==> src/include/tcm_pkg.sv <==
package tcm_pkg;
  // Clock and timing
  localparam int CLK_HZ = 10_000_000;
  localparam int POLL_TIME_MS = 500;
  localparam int POLL_CYC = CLK_HZ / 1000 * POLL_TIME_MS;
  localparam int HALT_TIME_US = 100;
  localparam int HALT_CYC = CLK_HZ / 1_000_000 * HALT_TIME_US;
  localparam int HALT_W = $clog2(HALT_CYC + 1);
  // Mailbox layout
  localparam int ADDR_W = 16;
  localparam int BYTE_W = 8;
  localparam int CHAR_W = 7;
  localparam int FLAG_BIT = 7;
  localparam logic [ADDR_W-1:0] OUT_OFS = 16'h0000;
  localparam logic [ADDR_W-1:0] IN_OFS = 16'h0001;
  localparam logic [BYTE_W-1:0] BYTE_RST = 8'h00;
  // Escape character, sent twice to leave the mode
  localparam logic [CHAR_W-1:0] ESC_CHAR = 7'h1B;
  // Inbound buffer
  localparam int FIFO_DEPTH = 8;
  // Stop report bits
  localparam int RPT_W = 2;
  localparam int RPT_BRK = 0;
  localparam int RPT_ERR = 1;
  // Emulator end sequencer states
  typedef enum logic [3:0] {
    ST_IDLE = 4'h1,
    ST_WAIT = 4'h2,
    ST_ACC = 4'h4,
    ST_HOLD = 4'h8
  } tcm_state_t;
  // Kind of memory access in flight
  typedef enum logic [1:0] {
    OP_RD = 2'h0,
    OP_CLR = 2'h1,
    OP_WR = 2'h2
  } tcm_op_t;
endpackage : tcm_pkg

==> src/include/tcm_mbx_if.sv <==
`timescale 1ns/1ps
`default_nettype none
interface tcm_mbx_if;
  logic req;
  logic we;
  logic halt;
  logic [tcm_pkg::ADDR_W-1:0] addr;
  logic [tcm_pkg::BYTE_W-1:0] wdata;
  logic ack;
  logic [tcm_pkg::BYTE_W-1:0] rdata;
  modport emu (output req, we, halt, addr, wdata, input ack, rdata);
  modport tgt (input req, we, halt, addr, wdata, output ack, rdata);
endinterface : tcm_mbx_if
`default_nettype wire

==> src/hdl/tcm_emu.sv <==
`timescale 1ns/1ps
`default_nettype none
module tcm_fifo #(
  parameter int WIDTH = 7,
  parameter int DEPTH = 8
) (
  // Clock and reset
  input wire logic mclk_in,
  input wire logic reset_n_in,
  // Fill side
  input wire logic in_valid_in,
  input wire logic [WIDTH-1:0] in_data_in,
  output logic in_ready_out,
  // Drain side
  output logic out_valid_out,
  output logic [WIDTH-1:0] out_data_out,
  input wire logic out_ready_in
);
  localparam int PW = $clog2(DEPTH);
  localparam int CW = $clog2(DEPTH + 1);
  localparam logic [CW-1:0] FULL_CNT = CW'(DEPTH);
  logic [WIDTH-1:0] mem_q [DEPTH];
  logic [PW-1:0] wr_q, wr_d, rd_q, rd_d;
  logic [CW-1:0] cnt_q, cnt_d;
  logic push, pop;

  // Pointers and flags; flags are registered so in_ready_out and out_valid_out are flops
  always_comb begin
    push = in_valid_in && in_ready_out;
    pop = out_valid_out && out_ready_in;
    wr_d = push ? PW'(wr_q + 1'b1) : wr_q;
    rd_d = pop ? PW'(rd_q + 1'b1) : rd_q;
    cnt_d = cnt_q;
    if (push && !pop) begin
      cnt_d = CW'(cnt_q + 1'b1);
    end else if (pop && !push) begin
      cnt_d = CW'(cnt_q - 1'b1);
    end
  end

  always_ff @(posedge mclk_in or negedge reset_n_in) begin
    if (!reset_n_in) begin
      wr_q <= '0;
      rd_q <= '0;
      cnt_q <= '0;
      in_ready_out <= 1'b1;
      out_valid_out <= 1'b0;
    end else begin
      wr_q <= wr_d;
      rd_q <= rd_d;
      cnt_q <= cnt_d;
      in_ready_out <= (cnt_d != FULL_CNT);
      out_valid_out <= (cnt_d != '0);
    end
  end

  // Storage has no reset; only written words are ever read
  always_ff @(posedge mclk_in) begin
    if (push) begin
      mem_q[wr_q] <= in_data_in;
    end
  end

  assign out_data_out = mem_q[rd_q];
endmodule : tcm_fifo

module tcm_emu #(
  parameter int POLL_CYC = tcm_pkg::POLL_CYC
) (
  // Clock and reset
  input wire logic mclk_in,
  input wire logic reset_n_in,
  // Mailbox link to the target
  tcm_mbx_if.emu mbx,
  // Mode control
  input wire logic mode_start_in,
  input wire logic [tcm_pkg::ADDR_W-1:0] base_addr_in,
  output logic mode_active_out,
  // Target status
  input wire logic target_running_in,
  input wire logic break_in,
  input wire logic error_in,
  output logic report_valid_out,
  output logic [tcm_pkg::RPT_W-1:0] report_code_out,
  // Controlling port, characters arriving
  input wire logic port_rx_valid_in,
  input wire logic [tcm_pkg::CHAR_W-1:0] port_rx_char_in,
  output logic port_rx_ready_out,
  // Controlling port, characters leaving
  output logic port_tx_valid_out,
  output logic [tcm_pkg::CHAR_W-1:0] port_tx_char_out
);
  localparam int TW = $clog2(POLL_CYC + 1);
  localparam int HW = tcm_pkg::HALT_W;
  localparam int CHW = tcm_pkg::CHAR_W;
  localparam int FB = tcm_pkg::FLAG_BIT;
  localparam logic [TW-1:0] POLL_LOAD = TW'(POLL_CYC - 1);
  localparam logic [HW-1:0] HALT_LOAD = HW'(tcm_pkg::HALT_CYC - 1);

  tcm_pkg::tcm_state_t st_q, st_d;
  tcm_pkg::tcm_op_t op_q, op_d;
  logic active_q, active_d, esc_q, esc_d;
  logic [tcm_pkg::ADDR_W-1:0] base_q, base_d;
  logic [tcm_pkg::RPT_W-1:0] stop_q, stop_d, rpt_code_d;
  logic rpt_valid_d, tx_valid_d;
  logic [CHW-1:0] tx_char_d;
  logic [TW-1:0] timer_q, timer_d;
  logic [HW-1:0] hcnt_q, hcnt_d;
  logic [tcm_pkg::BYTE_W-1:0] rd_q, rd_d;
  logic req_d, we_d, halt_d;
  logic [tcm_pkg::ADDR_W-1:0] addr_d;
  logic [tcm_pkg::BYTE_W-1:0] wdata_d;
  logic take, is_esc, push, pop, fifo_valid, fifo_ready;
  logic [CHW-1:0] fifo_char;

  // Inbound characters queue here until the sequencer is free
  tcm_fifo #(
    .WIDTH(CHW),
    .DEPTH(tcm_pkg::FIFO_DEPTH)
  ) u_tcm_fifo (
    .mclk_in(mclk_in),
    .reset_n_in(reset_n_in),
    .in_valid_in(push),
    .in_data_in(port_rx_char_in),
    .in_ready_out(fifo_ready),
    .out_valid_out(fifo_valid),
    .out_data_out(fifo_char),
    .out_ready_in(pop)
  );

  // Mode, escape detection and the access sequencer
  always_comb begin
    st_d = st_q;
    op_d = op_q;
    active_d = active_q;
    esc_d = esc_q;
    base_d = base_q;
    stop_d = stop_q;
    rpt_valid_d = 1'b0;
    rpt_code_d = report_code_out;
    tx_valid_d = 1'b0;
    tx_char_d = port_tx_char_out;
    timer_d = timer_q;
    hcnt_d = hcnt_q;
    rd_d = rd_q;
    req_d = mbx.req;
    we_d = mbx.we;
    halt_d = mbx.halt;
    addr_d = mbx.addr;
    wdata_d = mbx.wdata;
    pop = 1'b0;
    take = port_rx_valid_in && port_rx_ready_out;
    is_esc = (port_rx_char_in == tcm_pkg::ESC_CHAR);
    // Second escape is swallowed, the first passes to the target
    push = take && active_q && !(is_esc && esc_q);
    if (mode_start_in && !active_q) begin
      active_d = 1'b1;
      base_d = base_addr_in;
      stop_d = '0;
      esc_d = 1'b0;
    end
    if (take && active_q) begin
      esc_d = is_esc && !esc_q;
      if (is_esc && esc_q) begin
        active_d = 1'b0;
        rpt_valid_d = 1'b1;
        rpt_code_d = stop_q;
      end
    end
    if (active_q && !target_running_in) begin
      stop_d[tcm_pkg::RPT_BRK] = stop_q[tcm_pkg::RPT_BRK] | break_in;
      stop_d[tcm_pkg::RPT_ERR] = stop_q[tcm_pkg::RPT_ERR] | error_in;
    end
    case (st_q)
      tcm_pkg::ST_IDLE: begin
        timer_d = POLL_LOAD;
        if (active_q) begin
          st_d = tcm_pkg::ST_WAIT;
        end
      end
      tcm_pkg::ST_WAIT: begin
        if (!active_q) begin
          st_d = tcm_pkg::ST_IDLE;
        end else if (target_running_in) begin
          if (fifo_valid) begin
            // No look at the inbound flag before overwriting
            pop = 1'b1;
            op_d = tcm_pkg::OP_WR;
            we_d = 1'b1;
            addr_d = tcm_pkg::ADDR_W'(base_q + tcm_pkg::IN_OFS);
            wdata_d = {1'b1, fifo_char};
            req_d = 1'b1;
            halt_d = 1'b1;
            hcnt_d = HALT_LOAD;
            st_d = tcm_pkg::ST_ACC;
          end else if (timer_q == '0) begin
            op_d = tcm_pkg::OP_RD;
            we_d = 1'b0;
            addr_d = tcm_pkg::ADDR_W'(base_q + tcm_pkg::OUT_OFS);
            req_d = 1'b1;
            halt_d = 1'b1;
            hcnt_d = HALT_LOAD;
            st_d = tcm_pkg::ST_ACC;
          end else begin
            timer_d = TW'(timer_q - 1'b1);
          end
        end
      end
      tcm_pkg::ST_ACC: begin
        if (hcnt_q != '0) begin
          hcnt_d = HW'(hcnt_q - 1'b1);
        end
        if (mbx.ack) begin
          req_d = 1'b0;
          if (op_q == tcm_pkg::OP_RD) begin
            rd_d = mbx.rdata;
          end
          st_d = tcm_pkg::ST_HOLD;
        end
      end
      tcm_pkg::ST_HOLD: begin
        if (hcnt_q != '0) begin
          hcnt_d = HW'(hcnt_q - 1'b1);
        end else begin
          halt_d = 1'b0;
          st_d = tcm_pkg::ST_WAIT;
          case (op_q)
            tcm_pkg::OP_RD: begin
              if (rd_q[FB]) begin
                // Zero the location before forwarding
                op_d = tcm_pkg::OP_CLR;
                we_d = 1'b1;
                wdata_d = tcm_pkg::BYTE_RST;
                req_d = 1'b1;
                halt_d = 1'b1;
                hcnt_d = HALT_LOAD;
                st_d = tcm_pkg::ST_ACC;
              end else begin
                timer_d = POLL_LOAD;
              end
            end
            tcm_pkg::OP_CLR: begin
              tx_valid_d = 1'b1;
              tx_char_d = rd_q[CHW-1:0];
              timer_d = '0;
            end
            default: begin
              timer_d = timer_q;
            end
          endcase
        end
      end
      default: begin
        st_d = tcm_pkg::ST_IDLE;
        halt_d = 1'b0;
        req_d = 1'b0;
      end
    endcase
  end

  always_ff @(posedge mclk_in or negedge reset_n_in) begin
    if (!reset_n_in) begin
      st_q <= tcm_pkg::ST_IDLE;
      op_q <= tcm_pkg::OP_RD;
      active_q <= 1'b0;
      esc_q <= 1'b0;
      base_q <= '0;
      stop_q <= '0;
      timer_q <= '0;
      hcnt_q <= '0;
      rd_q <= tcm_pkg::BYTE_RST;
      mbx.req <= 1'b0;
      mbx.we <= 1'b0;
      mbx.halt <= 1'b0;
      mbx.addr <= '0;
      mbx.wdata <= tcm_pkg::BYTE_RST;
      mode_active_out <= 1'b0;
      report_valid_out <= 1'b0;
      report_code_out <= '0;
      port_tx_valid_out <= 1'b0;
      port_tx_char_out <= '0;
    end else begin
      st_q <= st_d;
      op_q <= op_d;
      active_q <= active_d;
      esc_q <= esc_d;
      base_q <= base_d;
      stop_q <= stop_d;
      timer_q <= timer_d;
      hcnt_q <= hcnt_d;
      rd_q <= rd_d;
      mbx.req <= req_d;
      mbx.we <= we_d;
      mbx.halt <= halt_d;
      mbx.addr <= addr_d;
      mbx.wdata <= wdata_d;
      mode_active_out <= active_d;
      report_valid_out <= rpt_valid_d;
      report_code_out <= rpt_code_d;
      port_tx_valid_out <= tx_valid_d;
      port_tx_char_out <= tx_char_d;
    end
  end

  // Ready is the buffer's own registered flag
  assign port_rx_ready_out = fifo_ready;
endmodule : tcm_emu
`default_nettype wire

==> src/flat_wrapper.sv <==
// flat-port wrapper written by rule: the top's interface ports become plain ports
module tcm_emu_flat 
#(
  parameter int POLL_CYC = tcm_pkg::POLL_CYC
)
  (mclk_in, reset_n_in, mode_start_in, base_addr_in, mode_active_out, target_running_in, break_in, error_in, report_valid_out, report_code_out, port_rx_valid_in, port_rx_char_in, port_rx_ready_out, port_tx_valid_out, port_tx_char_out, mbx_req, mbx_we, mbx_halt, mbx_addr, mbx_wdata, mbx_ack, mbx_rdata);
  tcm_mbx_if mbx_i ();
  input wire logic mclk_in;
  input wire logic reset_n_in;
  input wire logic mode_start_in;
  input wire logic [tcm_pkg::ADDR_W-1:0] base_addr_in;
  output logic mode_active_out;
  input wire logic target_running_in;
  input wire logic break_in;
  input wire logic error_in;
  output logic report_valid_out;
  output logic [tcm_pkg::RPT_W-1:0] report_code_out;
  input wire logic port_rx_valid_in;
  input wire logic [tcm_pkg::CHAR_W-1:0] port_rx_char_in;
  output logic port_rx_ready_out;
  output logic port_tx_valid_out;
  output logic [tcm_pkg::CHAR_W-1:0] port_tx_char_out;
  output wire logic [$bits(mbx_i.req)-1:0] mbx_req;
  output wire logic [$bits(mbx_i.we)-1:0] mbx_we;
  output wire logic [$bits(mbx_i.halt)-1:0] mbx_halt;
  output wire logic [$bits(mbx_i.addr)-1:0] mbx_addr;
  output wire logic [$bits(mbx_i.wdata)-1:0] mbx_wdata;
  input wire logic [$bits(mbx_i.ack)-1:0] mbx_ack;
  input wire logic [$bits(mbx_i.rdata)-1:0] mbx_rdata;
  assign mbx_req = mbx_i.req;
  assign mbx_we = mbx_i.we;
  assign mbx_halt = mbx_i.halt;
  assign mbx_addr = mbx_i.addr;
  assign mbx_wdata = mbx_i.wdata;
  assign mbx_i.ack = mbx_ack;
  assign mbx_i.rdata = mbx_rdata;
  tcm_emu #(.POLL_CYC(POLL_CYC)) u_core (.mclk_in(mclk_in), .reset_n_in(reset_n_in), .mbx(mbx_i), .mode_start_in(mode_start_in), .base_addr_in(base_addr_in), .mode_active_out(mode_active_out), .target_running_in(target_running_in), .break_in(break_in), .error_in(error_in), .report_valid_out(report_valid_out), .report_code_out(report_code_out), .port_rx_valid_in(port_rx_valid_in), .port_rx_char_in(port_rx_char_in), .port_rx_ready_out(port_rx_ready_out), .port_tx_valid_out(port_tx_valid_out), .port_tx_char_out(port_tx_char_out));
endmodule
==> config.mk <==
export PLATFORM = sky130hd
export DESIGN_NAME = tcm_emu_flat
export DESIGN_NICKNAME = d
export VERILOG_FILES = /design/src/include/tcm_pkg.sv /design/src/include/tcm_mbx_if.sv /design/src/hdl/tcm_emu.sv /design/src/flat_wrapper.sv
export SDC_FILE = /design/constraint.sdc
export NUM_CORES = 1
export LEC_CHECK = 0
export BUFFER_PORTS_ARGS = -buffer_cell sky130_fd_sc_hd__buf_2
export CORE_MARGIN = 1
export CORE_UTILIZATION = 50
export CTS_CLUSTER_SIZE = 20
export DETAILED_ROUTE_END_ITERATION = 8
export PLACE_DENSITY = 0.66
export SETUP_SLACK_MARGIN = 0.4
export SLEW_MARGIN = 20
export SYNTH_ARGS = -nofsm -noshare
export SYNTH_HDL_FRONTEND = slang
export SYNTH_SLANG_ARGS = --single-unit
==> constraint.sdc <==
create_clock -name mclk_in -period 8.35 [get_ports mclk_in]
set_clock_uncertainty 0.15 [all_clocks]
set_input_delay 2.505 -clock mclk_in [delete_from_list [all_inputs] [get_ports mclk_in]]
set_output_delay 2.505 -clock mclk_in [all_outputs]
set_load 0.01 [all_outputs]
==> reports/metrics.yaml <==
synthesis:
  synth_area_leaders: "dfrtp_1 36%, edfxtp_1 21%, mux2_2 4.4%, mux4_2 3.9%, nand2_1 2.7%"
  async_flop_share: 0.676
  yosysTopAreaCellShare: 0.360
  avgSynthCellArea_um2: 12.4
  synth-warning-count: 0
  synth_seq_cells: 173
  synth_nets: 691
  synth.distinct_cells: 71
  synth-edff-count: 56
  syn_inst: 645
  synthesis.area_um2: 8000
  synth_top_cell_by_area: "dfrtp_1"
  ys.flop_type: "dfrtp_1"
  ys_seq_area_frac: 0.576
routing:
  drt-total-wl_um: 16100
  wl_per_cell_um: 17.1
  drc: 0
  drtAntennaViolNets: 0
  vias: 5389
  firstDrtPassIters: 5
  vias_per_cell: 5.71
  drtIter0Drc: 455
clock_network:
  cts_resized: 0
  cts_setup_buffers: 0
  cts_hold_buffers: 0
  clockBufferDepth: 2
  cts_tree: "done"
  ctsHtreeMaxLevel: 4
  clk_latency_ps: 430
  cts_num_sinks: 173
  cts_root_buffer: "clkbuf_16"
  cts_buffers: 17
  path_clk_slew_ps: 70
critical_path:
  critPathArrivalTime_ps: 4380
  crit_type: "input pin to flop"
  cp_cell_sequence: "buf_2 > and3b_1 > a31oi_1 > nand2_1 > nor3b_1"
  rr_worst_depth: 6
  max_stage_delay_ps: 880
  start_kind: "input pin"
  critPathRequiredTime_ps: 8250
  crit_slowest_cell: "nor3b_1"
  path_max_fanout: 9
  end_kind: "flop"
sta:
  relSlewSlack: 0.302
  rsz0062_at_grt: "no"
  setup_viol: 0
  hold_violations: 0
  timing.fmax_mhz: 223
  timing.final.crit_period_ps: 4490
  finalCritPeriodShare: 0.537
  holdWs_ps: 316
  finalSetupTns_ps: 0
  max_slew.worst_pin.slew_ps: 1040
  timing.final.ws_setup_ps: 3860
  slew_viol_final: 0
layout:
  final_util: 0.594
  nNetsFinal: 765
  antenna_cells: 0
  final_layout_size_suffix_gt1_frac: 0.272
  area_delta_synth_final_pct: 14.6
place:
  globalplace.congestion: 0.763
  dp_slack_ps: 3430
  portBuffers: 78
  hpwlAfterDp_um: 11100
die:
  die_area_um2: 16500
  start_util: 0.519
  ioPinCount: 79
  die_h_um: 129
  core_um2: 15400
  num_rows: 45
  die_x_um: 129
pwr:
  fin_total_pwr_mw: 2.89
  ir_drop_mv: 0.190
  leakagePower_nw: 3.73
  power_density_nw_per_um2: 315
grt:
  antenna_found_initial: 0
  grt_pass1_vias: 5446
  grt_pass1_wl_um: 26900
  gr-total-overflow: 0
  grt_max_degree: 69
  grt_usage: 0.212
job:
  maxCapViolations: 0
worst_hold_path:
  hold_depth: 2
  hp-class: "flop to flop"
status:
  outcome: "complete, no violations"
==> cell families after synthesis <==
group	count (synthesis)	synth area share
simple gates	224	0.156
flops	173	0.576
compound gates	115	0.0996
mux	62	0.109
buf+inv	41	0.0222
xor+xnor	23	0.0252
fa+ha+maj	7	0.0109
==> layout make-up <==
cell class                 count  area, um2
multi-input combinational    431       3220
clock buffer                  18        429
inverter                      13       48.8
timing repair buffer          83        430
tap                          211        264
sequential                   173       4610
clock inverter                14        160
fill                        1249       6260
==> final timing paths <==
path,from,end,slack (ps)
max,port_rx_char_in[2],u_core.u_tcm_fifo.mem_q[6][0],3860
min,u_core.port_tx_char_out[5],u_core.port_tx_char_out[5],320
max reg2reg,u_core.st_q[1],u_core.timer_q[2],5040
min reg2reg,u_core.port_tx_char_out[5],u_core.port_tx_char_out[5],320
max in group asynchronous,reset_n_in,u_core.mbx.addr[7],4820
min in group asynchronous,reset_n_in,u_core.rd_q[5],1950
==> placed cells by master, fill, tap and decap left out, types with 6 or more instances in the layout <==
master and instances:
buf_2 77, o31ai_1 6, inv_1 13, o21a_1 7
a21oi_1 33, or4_1 6, nor3_2 6, nand2_1 58
buf_4 6, o22a_1 8, nand4_1 9, nor2_1 41
xnor2_1 16, o2bb2ai_1 7, mux2_2 31, mux2i_1 9
o21ai_0 20, mux2_4 8, nor4_1 7, dfrtp_1 115
mux4_2 14, edfxtp_1 56, ha_1 7, or3_1 6
clkbuf_16 17, a31oi_1 10, nand3_1 15, nand2b_1 9
xor2_1 7, nor3_1 22
==> Yosys cell counts (8+ instances only) <==
cell      instances
a21oi_1          33
a31oi_1          10
buf_2            10
clkbuf_1         12
dfrtp_1         115
edfxtp_1         56
inv_1            13
mux2_2           31
mux2_4            8
mux2i_1           9
mux4_2           14
nand2_1          58
nand2b_1          9
nand3_1          15
nand4_1           9
nor2_1           41
nor3_1           23
o21ai_0          20
o22a_1            8
xnor2_1          16
==> metrics by stage <==
stage / cell area, um2 / std cells
after global placement: 8570 / 911
after global routing: 9170 / 943
after floorplan: 8000 / 645
after detailed placement: 8570 / 911
after CTS: 9160 / 943
final: 9170 / 943
==> power by group <==
part | leakage [nW] | internal [mW] | total (mW) | switching (mW)
logic | 1.53 | 0.395 | 0.808 | 0.413
clock network | 0.276 | 0.447 | 0.788 | 0.341
registers | 1.92 | 1.08 | 1.29 | 0.215
==> sequential cells by signal (all words and copies together) (netlist names), 2 cells and up <==
signal / cells
u_core.stop_q: 2
u_core.u_tcm_fifo.mem_q: 56
u_core.op_q: 2
u_core.report_code_out: 2
u_core.port_tx_char_out: 7
u_core.rd_q: 8
u_core.mbx.wdata: 8
u_core.u_tcm_fifo.cnt_q: 4
u_core.hcnt_q: 10
u_core.st_q: 4
u_core.base_q: 16
u_core.mbx.addr: 16
u_core.timer_q: 23
u_core.u_tcm_fifo.rd_q: 3
u_core.u_tcm_fifo.wr_q: 3
==> critical path, delay by kind of cell <==
family	cells	cell delay, ps
buf+inv	1	160
simple gates	3	1310
compound gates	1	400
==> layer usage <==
metal | up-vias | global-route usage | wire (um)
met5 | - | 0 | 0
met4 | 0 | 0.0734 | 150
met3 | 12 | 0.0528 | 788
met2 | 133 | 0.354 | 7980
met1 | 2684 | 0.271 | 7220
li1 | 2560 | - | -
Power figures use the tool's default switching activity.
